### config.mk
export PLATFORM = sky130hd
export DESIGN_NAME = tfmt_formatter
export DESIGN_NICKNAME = d
export VERILOG_FILES = /design/src/hw/tfmt_pkg.sv /design/src/hw/tfmt_formatter.sv
export VERILOG_INCLUDE_DIRS = /design/src /design/src/hw
export SDC_FILE = /design/constraint.sdc
export NUM_CORES = 1
export LEC_CHECK = 0
export BUFFER_PORTS_ARGS = -buffer_cell sky130_fd_sc_hd__buf_2
export CAP_MARGIN = 0
export CORE_ASPECT_RATIO = 1.2
export CORE_MARGIN = 5
export CORE_UTILIZATION = 35
export CTS_BUF_LIST = sky130_fd_sc_hd__clkbuf_8
export DETAILED_ROUTE_END_ITERATION = 10
export HOLD_SLACK_MARGIN = 0.06
export SLEW_MARGIN = 40
export SYNTH_ARGS = -nofsm -noshare
export SYNTH_HDL_FRONTEND = slang
export SYNTH_SLANG_ARGS = --single-unit
### constraint.sdc
create_clock -name pclk -period 5.2 [get_ports pclk]
set_input_delay 1.04 -clock pclk [delete_from_list [all_inputs] [get_ports pclk]]
set_output_delay 1.04 -clock pclk [all_outputs]
set_load 0.005 [all_outputs]
### src/hw/tfmt_params.svh
// Offsets, field positions, reset values and constants of the formatter
`ifndef TFMT_PARAMS_SVH
`define TFMT_PARAMS_SVH

// Register byte offsets
`define TFMT_OFF_CONFIG      12'h000
`define TFMT_OFF_RESOLUTION  12'h004
`define TFMT_OFF_LOCAL_RES   12'h008
`define TFMT_OFF_REMOTE_RES  12'h00c
`define TFMT_OFF_LOC_HI_LIM  12'h010
`define TFMT_OFF_LOC_LO_LIM  12'h014
`define TFMT_OFF_REM_HI_LIM  12'h018
`define TFMT_OFF_REM_LO_LIM  12'h01c
`define TFMT_OFF_LOC_OVH_LIM 12'h020
`define TFMT_OFF_REM_OVH_LIM 12'h024
`define TFMT_OFF_IRQ_STATUS  12'h028
`define TFMT_OFF_IRQ_MASK    12'h02c

// Field positions
`define TFMT_CFG_RANGE_BIT   2
`define TFMT_ST_LOCAL_DONE   0
`define TFMT_ST_REMOTE_DONE  1
`define TFMT_ST_ALARM        2
`define TFMT_ST_OVERHEAT     3
`define TFMT_ST_W            4

// Reset values
`define TFMT_RST_CONFIG      8'h00
`define TFMT_RST_RESOLUTION  2'h3
`define TFMT_RST_HI_LIM      8'h55
`define TFMT_RST_LO_LIM      8'h00
`define TFMT_RST_OVH_LIM     8'h55
`define TFMT_RST_IRQ_MASK    4'h0

// Number formats
`define TFMT_FRAC_BITS       4
`define TFMT_EXT_OFFSET      64
`define TFMT_STD_MAX         127
`define TFMT_EXT_MAX         255
`define TFMT_MASK_HALF       4'h8
`define TFMT_MASK_QUARTER    4'hc
`define TFMT_MASK_EIGHTH     4'he
`define TFMT_MASK_SIXTEENTH  4'hf

`endif

### src/hw/tfmt_pkg.sv
// Types shared by the temperature result formatter
package tfmt_pkg;
   // One channel's two-byte result
   typedef struct packed {
      logic [7:0] whole;
      logic [7:0] frac;
   } tfmt_result_t;

   // Local fraction resolution codes
   typedef enum logic [1:0] {
      TFMT_RES_HALF,
      TFMT_RES_QUARTER,
      TFMT_RES_EIGHTH,
      TFMT_RES_SIXTEENTH
   } tfmt_res_t;

   // APB request bundle
   typedef struct packed {
      logic psel;
      logic penable;
      logic pwrite;
      logic [11:0] paddr;
      logic [31:0] pwdata;
   } tfmt_apb_req_t;
endpackage

### src/hw/tfmt_formatter.sv
// Temperature result formatter with APB registers, limits and flags
//
// Functional notes
// - Default span 0..127, plain unsigned whole degrees
// - Default span: below zero reads 00
// - Default span: above 127 reads 7f
// - Config bit 2 selects extended span
// - Span change applies from next conversion
// - Extended span adds offset of 64
// - Extended codes -64..191, clamped outside
// - Stored limits never reformatted on span change
// - Two bytes; high byte one degree per step
// - Low byte carries the fraction
// - Remote fraction fixed at one sixteenth
// - Local fraction selectable half to sixteenth
// - Fraction in upper nibble, truncated, low zero
// - Alarm on high or low limit crossing
// - Separate overheat limits drive second flag
// - Both flags open drain, pull low only
// - Independent local and remote channels
`include "tfmt_params.svh"
`timescale 1ns/1ps
`default_nettype none

module tfmt_formatter #(
   parameter int RAW_W = 16
) (
   input wire logic pclk,
   input wire logic presetn,
   input wire tfmt_pkg::tfmt_apb_req_t apb_req,
   output logic [31:0] prdata,
   output logic pready,
   output logic pslverr,
   input wire logic local_conv_done,
   input wire logic signed [RAW_W-1:0] local_conv_value,
   input wire logic remote_conv_done,
   input wire logic signed [RAW_W-1:0] remote_conv_value,
   input wire logic alarm_pin_i,
   output logic alarm_pin_o,
   output logic alarm_pin_oe,
   input wire logic overheat_flag_out_i,
   output logic overheat_flag_out_o,
   output logic overheat_flag_out_oe,
   output logic irq
);

   // ------------------------------------------------------------
   // Elaboration check
   // ------------------------------------------------------------
   // Raw values carry four fraction bits and need room for 191 degrees
   generate
      if (RAW_W < 13 || RAW_W > 24) begin : g_bad_width
         $error("tfmt_formatter: RAW_W must lie in 13..24");
      end
   endgenerate

   // ------------------------------------------------------------
   // Constant sanity
   // ------------------------------------------------------------
   // Status bits must fit the status word, or an event is lost
   generate
      if (`TFMT_ST_LOCAL_DONE >= `TFMT_ST_W ||
          `TFMT_ST_REMOTE_DONE >= `TFMT_ST_W ||
          `TFMT_ST_ALARM >= `TFMT_ST_W ||
          `TFMT_ST_OVERHEAT >= `TFMT_ST_W) begin : g_bad_status
         $error("tfmt_formatter: status bit outside status word");
      end
   endgenerate

   // Span tops must fit the high byte; the clamp relies on it
   generate
      if (`TFMT_STD_MAX > 255 || `TFMT_EXT_MAX > 255 ||
          `TFMT_STD_MAX + `TFMT_EXT_OFFSET > `TFMT_EXT_MAX) begin : g_bad_span
         $error("tfmt_formatter: span constants do not fit a byte");
      end
   endgenerate

   // Span select must be one of the stored config bits
   generate
      if (`TFMT_CFG_RANGE_BIT > 7) begin : g_bad_range_bit
         $error("tfmt_formatter: range bit outside config byte");
      end
   endgenerate

   // Fraction fills the upper nibble only, so exactly four bits
   generate
      if (`TFMT_FRAC_BITS != 4) begin : g_bad_frac
         $error("tfmt_formatter: fraction must be four bits");
      end
   endgenerate

   // ------------------------------------------------------------
   // Declarations
   // ------------------------------------------------------------
   logic [7:0] config_ff;
   logic [1:0] resolution_ff;
   tfmt_pkg::tfmt_result_t local_res_ff;
   tfmt_pkg::tfmt_result_t remote_res_ff;
   tfmt_pkg::tfmt_result_t nxt_local_res;
   tfmt_pkg::tfmt_result_t nxt_remote_res;
   logic [7:0] loc_hi_lim_ff;
   logic [7:0] loc_lo_lim_ff;
   logic [7:0] rem_hi_lim_ff;
   logic [7:0] rem_lo_lim_ff;
   logic [7:0] loc_ovh_lim_ff;
   logic [7:0] rem_ovh_lim_ff;
   logic [`TFMT_ST_W-1:0] irq_status_ff;
   logic [`TFMT_ST_W-1:0] irq_mask_ff;
   logic [`TFMT_ST_W-1:0] nxt_irq_status;
   logic [`TFMT_ST_W-1:0] st_events;
   logic [31:0] prdata_ff;
   logic alarm_ff;
   logic overheat_ff;
   logic nxt_alarm;
   logic nxt_overheat;
   logic [3:0] local_mask;
   logic setup_phase;
   logic access_phase;
   logic wr_en;
   logic addr_hit;
   logic [31:0] rd_value;

   // ------------------------------------------------------------
   // Formatting function
   // ------------------------------------------------------------
   // Turns a signed sixteenth-degree value into high and low bytes
   function automatic tfmt_pkg::tfmt_result_t fmt_result(
      input logic signed [RAW_W-1:0] raw,
      input logic ext_span,
      input logic [3:0] frac_mask
   );
      tfmt_pkg::tfmt_result_t r;
      int whole;
      int code;
      int top;
      whole = int'(raw >>> `TFMT_FRAC_BITS);
      r.frac = 8'h00;
      code = ext_span ? whole + `TFMT_EXT_OFFSET : whole;
      top = ext_span ? `TFMT_EXT_MAX : `TFMT_STD_MAX;
      if (code < 0) begin
         r.whole = 8'h00;
      end else if (code > top) begin
         r.whole = 8'(top);
      end else begin
         r.whole = 8'(code);
         r.frac = {raw[`TFMT_FRAC_BITS-1:0] & frac_mask, 4'h0};
      end
      return r;
   endfunction

   // ------------------------------------------------------------
   // Local resolution decode
   // ------------------------------------------------------------
   // local fraction mask select
   always_comb begin
      case (tfmt_pkg::tfmt_res_t'(resolution_ff))
         tfmt_pkg::TFMT_RES_HALF: local_mask = `TFMT_MASK_HALF;
         tfmt_pkg::TFMT_RES_QUARTER: local_mask = `TFMT_MASK_QUARTER;
         tfmt_pkg::TFMT_RES_EIGHTH: local_mask = `TFMT_MASK_EIGHTH;
         tfmt_pkg::TFMT_RES_SIXTEENTH: local_mask = `TFMT_MASK_SIXTEENTH;
         default: local_mask = `TFMT_MASK_SIXTEENTH;
      endcase
   end

   // ------------------------------------------------------------
   // Conversion capture
   // ------------------------------------------------------------
   // Span bit sampled only at conversion end
   always_comb begin
      nxt_local_res = fmt_result(local_conv_value,
         config_ff[`TFMT_CFG_RANGE_BIT], local_mask);
      nxt_remote_res = fmt_result(remote_conv_value,
         config_ff[`TFMT_CFG_RANGE_BIT], `TFMT_MASK_SIXTEENTH);
   end

   always_ff @(posedge pclk or negedge presetn) begin
      if (!presetn) begin
         local_res_ff <= '0;
      end else if (local_conv_done) begin
         local_res_ff <= nxt_local_res;
      end
   end

   always_ff @(posedge pclk or negedge presetn) begin
      if (!presetn) begin
         remote_res_ff <= '0;
      end else if (remote_conv_done) begin
         remote_res_ff <= nxt_remote_res;
      end
   end

   // ------------------------------------------------------------
   // Limit comparison
   // ------------------------------------------------------------
   // Limits compared raw; a span change leaves them stale on purpose
   always_comb begin
      nxt_alarm = (local_res_ff.whole > loc_hi_lim_ff) ||
                  (local_res_ff.whole < loc_lo_lim_ff) ||
                  (remote_res_ff.whole > rem_hi_lim_ff) ||
                  (remote_res_ff.whole < rem_lo_lim_ff);
      nxt_overheat = (local_res_ff.whole > loc_ovh_lim_ff) ||
                     (remote_res_ff.whole > rem_ovh_lim_ff);
   end

   // Flag state registered so the pins never glitch
   always_ff @(posedge pclk or negedge presetn) begin
      if (!presetn) begin
         alarm_ff <= 1'b0;
         overheat_ff <= 1'b0;
      end else begin
         alarm_ff <= nxt_alarm;
         overheat_ff <= nxt_overheat;
      end
   end

   // ------------------------------------------------------------
   // Open-drain flag pins
   // ------------------------------------------------------------
   // pull low only, wired-OR safe
   assign alarm_pin_o = 1'b0;
   assign alarm_pin_oe = alarm_ff;
   assign overheat_flag_out_o = 1'b0;
   assign overheat_flag_out_oe = overheat_ff;

   // ------------------------------------------------------------
   // APB slave
   // ------------------------------------------------------------
   // Zero wait states; read data is staged in the setup cycle
   assign setup_phase = apb_req.psel && !apb_req.penable;
   assign access_phase = apb_req.psel && apb_req.penable;
   assign wr_en = access_phase && apb_req.pwrite && addr_hit;
   assign pready = 1'b1;
   assign pslverr = access_phase && !addr_hit;
   assign prdata = prdata_ff;

   // Address decode and read mux
   always_comb begin
      addr_hit = 1'b1;
      rd_value = 32'h0000_0000;
      case (apb_req.paddr)
         `TFMT_OFF_CONFIG: rd_value = {24'h0, config_ff};
         `TFMT_OFF_RESOLUTION: rd_value = {30'h0, resolution_ff};
         `TFMT_OFF_LOCAL_RES: rd_value = {16'h0, local_res_ff};
         `TFMT_OFF_REMOTE_RES: rd_value = {16'h0, remote_res_ff};
         `TFMT_OFF_LOC_HI_LIM: rd_value = {24'h0, loc_hi_lim_ff};
         `TFMT_OFF_LOC_LO_LIM: rd_value = {24'h0, loc_lo_lim_ff};
         `TFMT_OFF_REM_HI_LIM: rd_value = {24'h0, rem_hi_lim_ff};
         `TFMT_OFF_REM_LO_LIM: rd_value = {24'h0, rem_lo_lim_ff};
         `TFMT_OFF_LOC_OVH_LIM: rd_value = {24'h0, loc_ovh_lim_ff};
         `TFMT_OFF_REM_OVH_LIM: rd_value = {24'h0, rem_ovh_lim_ff};
         `TFMT_OFF_IRQ_STATUS: rd_value = {28'h0, irq_status_ff};
         `TFMT_OFF_IRQ_MASK: rd_value = {28'h0, irq_mask_ff};
         default: addr_hit = 1'b0;
      endcase
   end

   // Read data captured at setup, held through access
   always_ff @(posedge pclk or negedge presetn) begin
      if (!presetn) begin
         prdata_ff <= 32'h0000_0000;
      end else if (setup_phase && !apb_req.pwrite) begin
         prdata_ff <= rd_value;
      end
   end

   // ------------------------------------------------------------
   // Configuration registers
   // ------------------------------------------------------------
   // span select written by software
   always_ff @(posedge pclk or negedge presetn) begin
      if (!presetn) begin
         config_ff <= `TFMT_RST_CONFIG;
      end else if (wr_en && apb_req.paddr == `TFMT_OFF_CONFIG) begin
         config_ff <= apb_req.pwdata[7:0];
      end
   end

   // Local resolution select bits
   always_ff @(posedge pclk or negedge presetn) begin
      if (!presetn) begin
         resolution_ff <= `TFMT_RST_RESOLUTION;
      end else if (wr_en && apb_req.paddr == `TFMT_OFF_RESOLUTION) begin
         resolution_ff <= apb_req.pwdata[1:0];
      end
   end

   // Alarm limits, stored exactly as written
   always_ff @(posedge pclk or negedge presetn) begin
      if (!presetn) begin
         loc_hi_lim_ff <= `TFMT_RST_HI_LIM;
         loc_lo_lim_ff <= `TFMT_RST_LO_LIM;
         rem_hi_lim_ff <= `TFMT_RST_HI_LIM;
         rem_lo_lim_ff <= `TFMT_RST_LO_LIM;
      end else if (wr_en) begin
         case (apb_req.paddr)
            `TFMT_OFF_LOC_HI_LIM: loc_hi_lim_ff <= apb_req.pwdata[7:0];
            `TFMT_OFF_LOC_LO_LIM: loc_lo_lim_ff <= apb_req.pwdata[7:0];
            `TFMT_OFF_REM_HI_LIM: rem_hi_lim_ff <= apb_req.pwdata[7:0];
            `TFMT_OFF_REM_LO_LIM: rem_lo_lim_ff <= apb_req.pwdata[7:0];
            default: ;
         endcase
      end
   end

   // Overheat limits
   always_ff @(posedge pclk or negedge presetn) begin
      if (!presetn) begin
         loc_ovh_lim_ff <= `TFMT_RST_OVH_LIM;
         rem_ovh_lim_ff <= `TFMT_RST_OVH_LIM;
      end else if (wr_en) begin
         case (apb_req.paddr)
            `TFMT_OFF_LOC_OVH_LIM: loc_ovh_lim_ff <= apb_req.pwdata[7:0];
            `TFMT_OFF_REM_OVH_LIM: rem_ovh_lim_ff <= apb_req.pwdata[7:0];
            default: ;
         endcase
      end
   end

   // ------------------------------------------------------------
   // Interrupts
   // ------------------------------------------------------------
   // Events: conversion done, and rising edges of the two flags
   always_comb begin
      st_events = '0;
      st_events[`TFMT_ST_LOCAL_DONE] = local_conv_done;
      st_events[`TFMT_ST_REMOTE_DONE] = remote_conv_done;
      st_events[`TFMT_ST_ALARM] = nxt_alarm && !alarm_ff;
      st_events[`TFMT_ST_OVERHEAT] = nxt_overheat && !overheat_ff;
   end

   // Write one to clear; a same-cycle event wins over the clear
   always_comb begin
      nxt_irq_status = irq_status_ff;
      if (wr_en && apb_req.paddr == `TFMT_OFF_IRQ_STATUS) begin
         nxt_irq_status = irq_status_ff & ~apb_req.pwdata[`TFMT_ST_W-1:0];
      end
      nxt_irq_status = nxt_irq_status | st_events;
   end

   always_ff @(posedge pclk or negedge presetn) begin
      if (!presetn) begin
         irq_status_ff <= '0;
      end else begin
         irq_status_ff <= nxt_irq_status;
      end
   end

   always_ff @(posedge pclk or negedge presetn) begin
      if (!presetn) begin
         irq_mask_ff <= `TFMT_RST_IRQ_MASK;
      end else if (wr_en && apb_req.paddr == `TFMT_OFF_IRQ_MASK) begin
         irq_mask_ff <= apb_req.pwdata[`TFMT_ST_W-1:0];
      end
   end

   // Level interrupt while any enabled status bit is set
   assign irq = |(irq_status_ff & irq_mask_ff);

endmodule

`default_nettype wire

==> results.py, run 1 <==
metrics = {
    "route": {
        "wl_per_cell_microns": 20.3,
        "postRouteAntennaNets": 0,
        "wl_mm": 19.5,
        "drt_iter0_drc": 484,
        "drc_errors": 0,
        "dr.pass1.iters": 5,
        "dr_total_vias": 5231,
        "vias_per_cell": 5.46,
    },
    "yosys": {
        "synth_fa_ha_area_frac": 0.0923,
        "synth_area_sq_um": 6500,
        "synth.avg_cell_area_sq_um": 9.78,
        "synth_largest_area_cell": "dfrtp_1",
        "synth_ff_type": "dfrtp_1",
        "synth_edf_count": 0,
        "synth_compound_area_frac": 0.170,
        "yosysTopAreaCellShare": 0.346,
        "synthMuxAreaShare": 0.0987,
        "ys_async_sr_fraction": 1.00,
        "synth_xor_area_frac": 0.00269,
        "ys_seq_area_frac": 0.419,
        "synth-simple-area-share": 0.139,
        "synth_top_family_by_area": "compound AO/OA/AOI/OAI gates",
        "ys_warn_count": 0,
        "ys_ff_latch": 108,
        "synthDistinctLibCells": 62,
        "synth_area_leaders": "dfrtp_1, ha_1, mux2_2",
        "syn-instance-count": 665,
    },
    "global_routing": {
        "grt_pass1_vias": 5345,
        "grt_first_pass_wirelength_mm": 30.6,
        "grt_start_max_net_pins": 76,
        "grt.total_usage": 0.186,
        "grt.overflow.total": 0,
        "antenna_found_initial": 0,
    },
    "timing": {
        "rsz0062_at_grt": "no",
        "finalSetupViolations": 0,
        "hold_viol_final": 0,
        "max_freq_ghz": 0.272,
        "period_share": 0.706,
        "skew_ns": 0.0121,
        "slew_headroom": 0.491,
        "worst_slew_pin_slew_ns": 0.762,
        "tns_ns": 0,
        "fin_crit_ns": 3.67,
        "slew_viol_final": 0,
    },
    "run": {
        "drv_cap": 0,
    },
    "min_path": {
        "holdCritPathClass": "flip-flop to flip-flop",
        "min-delay-start": "prdata[1]",
    },
    "worst_setup_path": {
        "critPathBufInv": 2,
        "crit_path_end_kind": "output pin",
        "cp-startpoint": "apb_req[41]",
        "slowest_stage": "or4_1",
        "reg2reg_from": "loc_hi_lim_ff[6]",
        "critical_path_class": "input pin to output pin",
        "critPathMaxStageDelay_ns": 0.72,
        "crit_family": "simple AND/OR/NAND/NOR gates",
        "cpMostUsedCell": "buf_2",
        "critPathMaxFanout": 8,
        "crit_arrival_ns": 2.63,
        "crit_chain": "buf_2 > or4_1 > a211o_1 > and3_1 > buf_2",
        "critPathRequiredTime_ns": 4.16,
        "start_kind": "input pin",
    },
    "place": {
        "hpwl_mm": 15.0,
        "dp_cells": 942,
        "portBuffers": 78,
        "gp_congestion": 0.945,
        "place_area_sq_um": 7050,
    },
    "die": {
        "core-area_sq_um": 18200,
        "dieArea_sq_um": 21400,
        "rows": 54,
        "die_x_microns": 134,
        "pin_count": 124,
        "start_util": 0.357,
        "die_h_microns": 159,
    },
    "clocking": {
        "tritoncts": "built",
        "h-tree-depth": 3,
        "holdBufCountCts": 0,
        "cts_num_sinks": 108,
        "ctsResizeCount": 0,
        "clk_latency_ns": 0.40,
        "numCtsBuffers": 9,
        "cts.repair_timing.setup_buffer_count": 0,
        "cts-root-buf": "clkbuf_8",
        "ctsLongestPathBuffers": 2,
        "clk_pin_slew_ns": 0.09,
    },
    "final_layout": {
        "drive_above_1_share": 0.243,
        "synthToLayoutAreaGrowth_pct": 11.0,
        "final_cell_mix": "dfrtp_1, buf_2, inv_1",
        "layout.cells.non_filler": 958,
        "n_antenna_cell": 0,
        "fin_nets": 862,
        "layout_commonest_cell": "dfrtp_1",
        "fillers": 1850,
        "final_cell_area_sq_um": 7220,
    },
    "power_and_ir_drop": {
        "power.static_leakage_nw": 3.36,
        "vdd_drop_max_v": 0.000114,
        "powerDensity_nw_per_um2": 219,
    },
    "status": {
        "status": "finished, final reports clean",
    },
}
-- registers in the layout (all words and copies together), names as in the netlist --
signal and flops:
overheat_flag_out_oe 1, loc_lo_lim_ff 8, config_ff 8, remote_res_ff 12
loc_hi_lim_ff 8, rem_lo_lim_ff 8, irq_mask_ff 4, alarm_pin_oe 1
resolution_ff 2, loc_ovh_lim_ff 8, irq_status_ff 4, rem_ovh_lim_ff 8
prdata 16, rem_hi_lim_ff 8, local_res_ff 12
-- layer usage --
metal,vias to the layer above,routed length (microns),GRT usage
li1,2494,-,-
met1,2561,8640,0.245
met2,144,9490,0.310
met3,32,779,0.0199
met4,0,563,0.0745
met5,-,0,0
-- final cells by class --
class | instances | area (sq um) | area share
clock inverters | 7 | 43.8 | 0.00606
inverters | 65 | 244 | 0.0338
repair buffers | 83 | 434 | 0.0601
multi-input cells | 462 | 3370 | 0.467
flip-flops and latches | 108 | 2730 | 0.377
clock buffers | 9 | 124 | 0.0172
well taps | 224 | 280 | 0.0388
-- Yosys cell counts (9+ instances only) --
cell type and number:
ha_1 48, nand4_1 11, dfrtp_1 90, a31oi_1 10, nand2_1 60, o21ai_0 47
o22ai_1 13, dfstp_2 18, inv_1 64, nor2_1 32, a21oi_1 15, a22oi_1 21
buf_4 20, mux2i_1 9, clkbuf_1 20, mux2_2 45, nand3_1 10
-- per-stage QoR --
stage	setup slack [ns]	util	total power [mW]	hold WS, ns
2_1_floorplan	1.90	-	1.02	0.466
3_3_place_gp	1.53	0.386	1.11	0.457
3_5_place_dp	1.53	0.387	1.12	0.464
4_1_cts	1.52	0.396	1.60	0.488
5_1_grt	1.47	0.396	1.66	0.511
6_report	1.53	0.396	1.58	0.479
-- worst register-to-register path: stages, from the launching register on --
cell,delay (ns)
dfstp_2,0.57
inv_1,0.05
ha_1,0.27
and4_1,0.21
a21boi_0,0.12
o31ai_1,0.37
nand4b_1,0.31
a22o_1,0.31
-- where the power goes --
part / internal [mW] / total [mW] / leakage (nW) / switching [mW]
sequential: 0.858 / 0.889 / 1.33 / 0.0312
clock: 0.174 / 0.483 / 0.0964 / 0.309
combinational: 0.0782 / 0.210 / 1.94 / 0.132
-- path summary, 6_finish.rpt --
path	to	slack, ns	cells after the start
worst min register to register	prdata[1]	0.48	2
worst max register to register	irq_status_ff[2]	2.89	7
worst max-delay path	pslverr	1.53	5
min in group asynchronous	remote_res_ff[11]	0.66	1
worst min-delay path	prdata[1]	0.48	2
max in group asynchronous	rem_ovh_lim_ff[2]	3.58	2
-- logic make-up (layout without fill, tap and decap cells) --
logic type | after synthesis | after routing
XOR/XNOR | 2 | 2
AO/OA/AOI/OAI | 167 | 167
adder cells (fa/ha/maj) | 48 | 48
multiplexers | 58 | 58
flip-flops | 108 | 108
AND/OR/NAND/NOR | 168 | 168
buffers and inverters | 112 | 164
other | 2 | 19
Power figures use the tool's default switching activity.
==> run 2, diff against run 1 <==
==> constraint.sdc (replaced) <==
create_clock -name pclk -period 3.8 [get_ports pclk]
set_input_delay 0.76 -clock pclk [delete_from_list [all_inputs] [get_ports pclk]]
set_output_delay 0.76 -clock pclk [all_outputs]
set_load 0.005 [all_outputs]
==> run 2 against run 1 <==
Compared with the run above:
- final area is 1.0% higher
- register-to-register slack worse by 1.4 ns
- clock-buffer cell count stayed put
- sequential power is 37% higher
- critical path depth stayed put
- core utilization is 0.40 points higher
- sequential cell count stayed put
- non-clock buffer count is 10 higher
- clock skew is 0.0030 ns lower
- critical endpoint unchanged
- highest routed layer unchanged
==> results.py, run 2 (synthesis gave the netlist of run 1 again) <==
metrics = {
    "status": {
        "status": "finished, final reports clean",
    },
    "clocking": {
        "cts-root-buf": "clkbuf_8",
        "holdBufCountCts": 0,
        "tritoncts": "built",
        "cts.repair_timing.setup_buffer_count": 0,
        "ctsResizeCount": 0,
        "clk_latency_ns": 0.38,
        "clk_pin_slew_ns": 0.10,
        "h-tree-depth": 3,
        "ctsLongestPathBuffers": 2,
        "cts_num_sinks": 108,
        "numCtsBuffers": 9,
    },
    "worst_setup_path": {
        "critPathMaxFanout": 8,
        "crit_path_end_kind": "output pin",
        "crit_chain": "buf_2 > or4_1 > a211o_1 > and3_1 > buf_2",
        "critPathRequiredTime_ns": 3.04,
        "slowest_stage": "or4_1",
        "worstRegToRegCells": 7,
        "crit_arrival_ns": 2.38,
        "critPathMaxStageDelay_ns": 0.73,
        "cpMostUsedCell": "buf_2",
        "start_kind": "input pin",
        "r2r_slack_ns": 1.47,
        "reg2reg_from": "loc_hi_lim_ff[6]",
        "crit_family": "simple AND/OR/NAND/NOR gates",
        "critical_path_class": "input pin to output pin",
        "r2r_end": "irq_status_ff[2]",
        "critPathBufInv": 2,
    },
    "place": {
        "post-place-ws_ns": 0.681,
        "portBuffers": 78,
        "gp_congestion": 0.913,
        "hpwl_mm": 15.1,
    },
    "timing": {
        "hold_viol_final": 0,
        "layout_setup_ws_ns": 0.661,
        "finalSetupViolations": 0,
        "worst_slew_pin_slew_ns": 0.758,
        "whs_ns": 0.424,
        "fin_crit_ns": 3.14,
        "max_freq_ghz": 0.319,
        "skew_ns": 0.00913,
        "slew_viol_final": 0,
        "slew_headroom": 0.495,
        "tns_ns": 0,
        "rsz0062_at_grt": "no",
        "period_share": 0.826,
    },
    "die": {
        "rows": 54,
        "core-area_sq_um": 18200,
        "dieArea_sq_um": 21400,
        "die_x_microns": 134,
        "die_h_microns": 159,
        "start_util": 0.357,
        "pin_count": 124,
    },
    "final_layout": {
        "utilization": 0.400,
        "final_cell_mix": "dfrtp_1, buf_2, inv_1",
        "fin_nets": 872,
        "n_antenna_cell": 0,
        "largest_reg_flops": 16,
        "drive_above_1_share": 0.247,
        "synthToLayoutAreaGrowth_pct": 12.2,
        "layout_commonest_cell": "dfrtp_1",
    },
    "global_routing": {
        "grt.total_usage": 0.184,
        "antenna_found_initial": 0,
        "grt_start_max_net_pins": 56,
        "met3_usage": 0.0228,
        "use_met1": 0.248,
        "grt_first_pass_wirelength_mm": 30.5,
        "grt_pass1_vias": 5256,
        "grt.overflow.total": 0,
        "top_usage_layer": "met2",
        "use_met2": 0.302,
    },
    "route": {
        "drc_errors": 0,
        "dr_total_vias": 5335,
        "vias_per_cell": 5.51,
        "dr.pass1.iters": 5,
        "wl_mm": 19.5,
        "drt_iter0_drc": 482,
        "postRouteAntennaNets": 0,
        "wl_per_cell_microns": 20.2,
    },
    "power_and_ir_drop": {
        "vdd_drop_max_v": 0.000129,
        "powerDensity_nw_per_um2": 302,
        "power.static_leakage_nw": 3.41,
    },
    "min_path": {
        "holdCritPathClass": "input pin to async pin",
    },
    "run": {
        "drv_cap": 0,
    },
}
-- run 2: cell types whose count changed in the layout (fill, tap and decap cells not counted), sizes merged --
cell	before	now
bufinv	0	1
inv	68	67
buf	83	93
-- run 2: worst max path at each step --
stage                              to  slack, ns   startpoint  depth (start not counted)
global route                  pslverr       0.64  apb_req[41]                          5
finish                        pslverr       0.66  apb_req[41]                          5
CTS                           pslverr       0.68  apb_req[41]                          5
floorplan                     pslverr       1.06  apb_req[41]                          4
global placement    loc_ovh_lim_ff[7]       0.69  apb_req[41]                          5
detailed placement  loc_ovh_lim_ff[7]       0.68  apb_req[41]                          5
-- run 2: where the power goes --
group	leakage [nW]	switching [mW]	total (mW)	internal, mW
Clock	0.107	0.395	0.695	0.300
Sequential	1.33	0.0421	1.22	1.17
Combinational	1.97	0.181	0.292	0.110
-- run 2: through the flow --
| step | cells | total power, mW | cell area [sq um] |
|---|---|---|---|
| floorplan | 682 | 1.39 | 6570 |
| global placement | 952 | 1.52 | 7110 |
| finish | 968 | 2.20 | 7300 |
| CTS | 968 | 2.22 | 7300 |
| global route | 968 | 2.31 | 7300 |
| detailed placement | 952 | 1.53 | 7110 |
-- run 2: layout make-up --
class | count | area [sq um]
Fill cell | 1835 | 10900
Multi-Input combinational cell | 462 | 3350
Sequential cell | 108 | 2730
Timing Repair Buffer | 93 | 505
Tap cell | 224 | 280
Inverter | 65 | 244
Clock buffer | 9 | 124
Clock inverter | 7 | 63.8
-- run 2: routing by layer --
layer / up-vias / wire (microns)
li1: 2503 / -
met1: 2613 / 8410
met2: 187 / 9390
met3: 32 / 1100
met4: 0 / 641
met5: - / 0
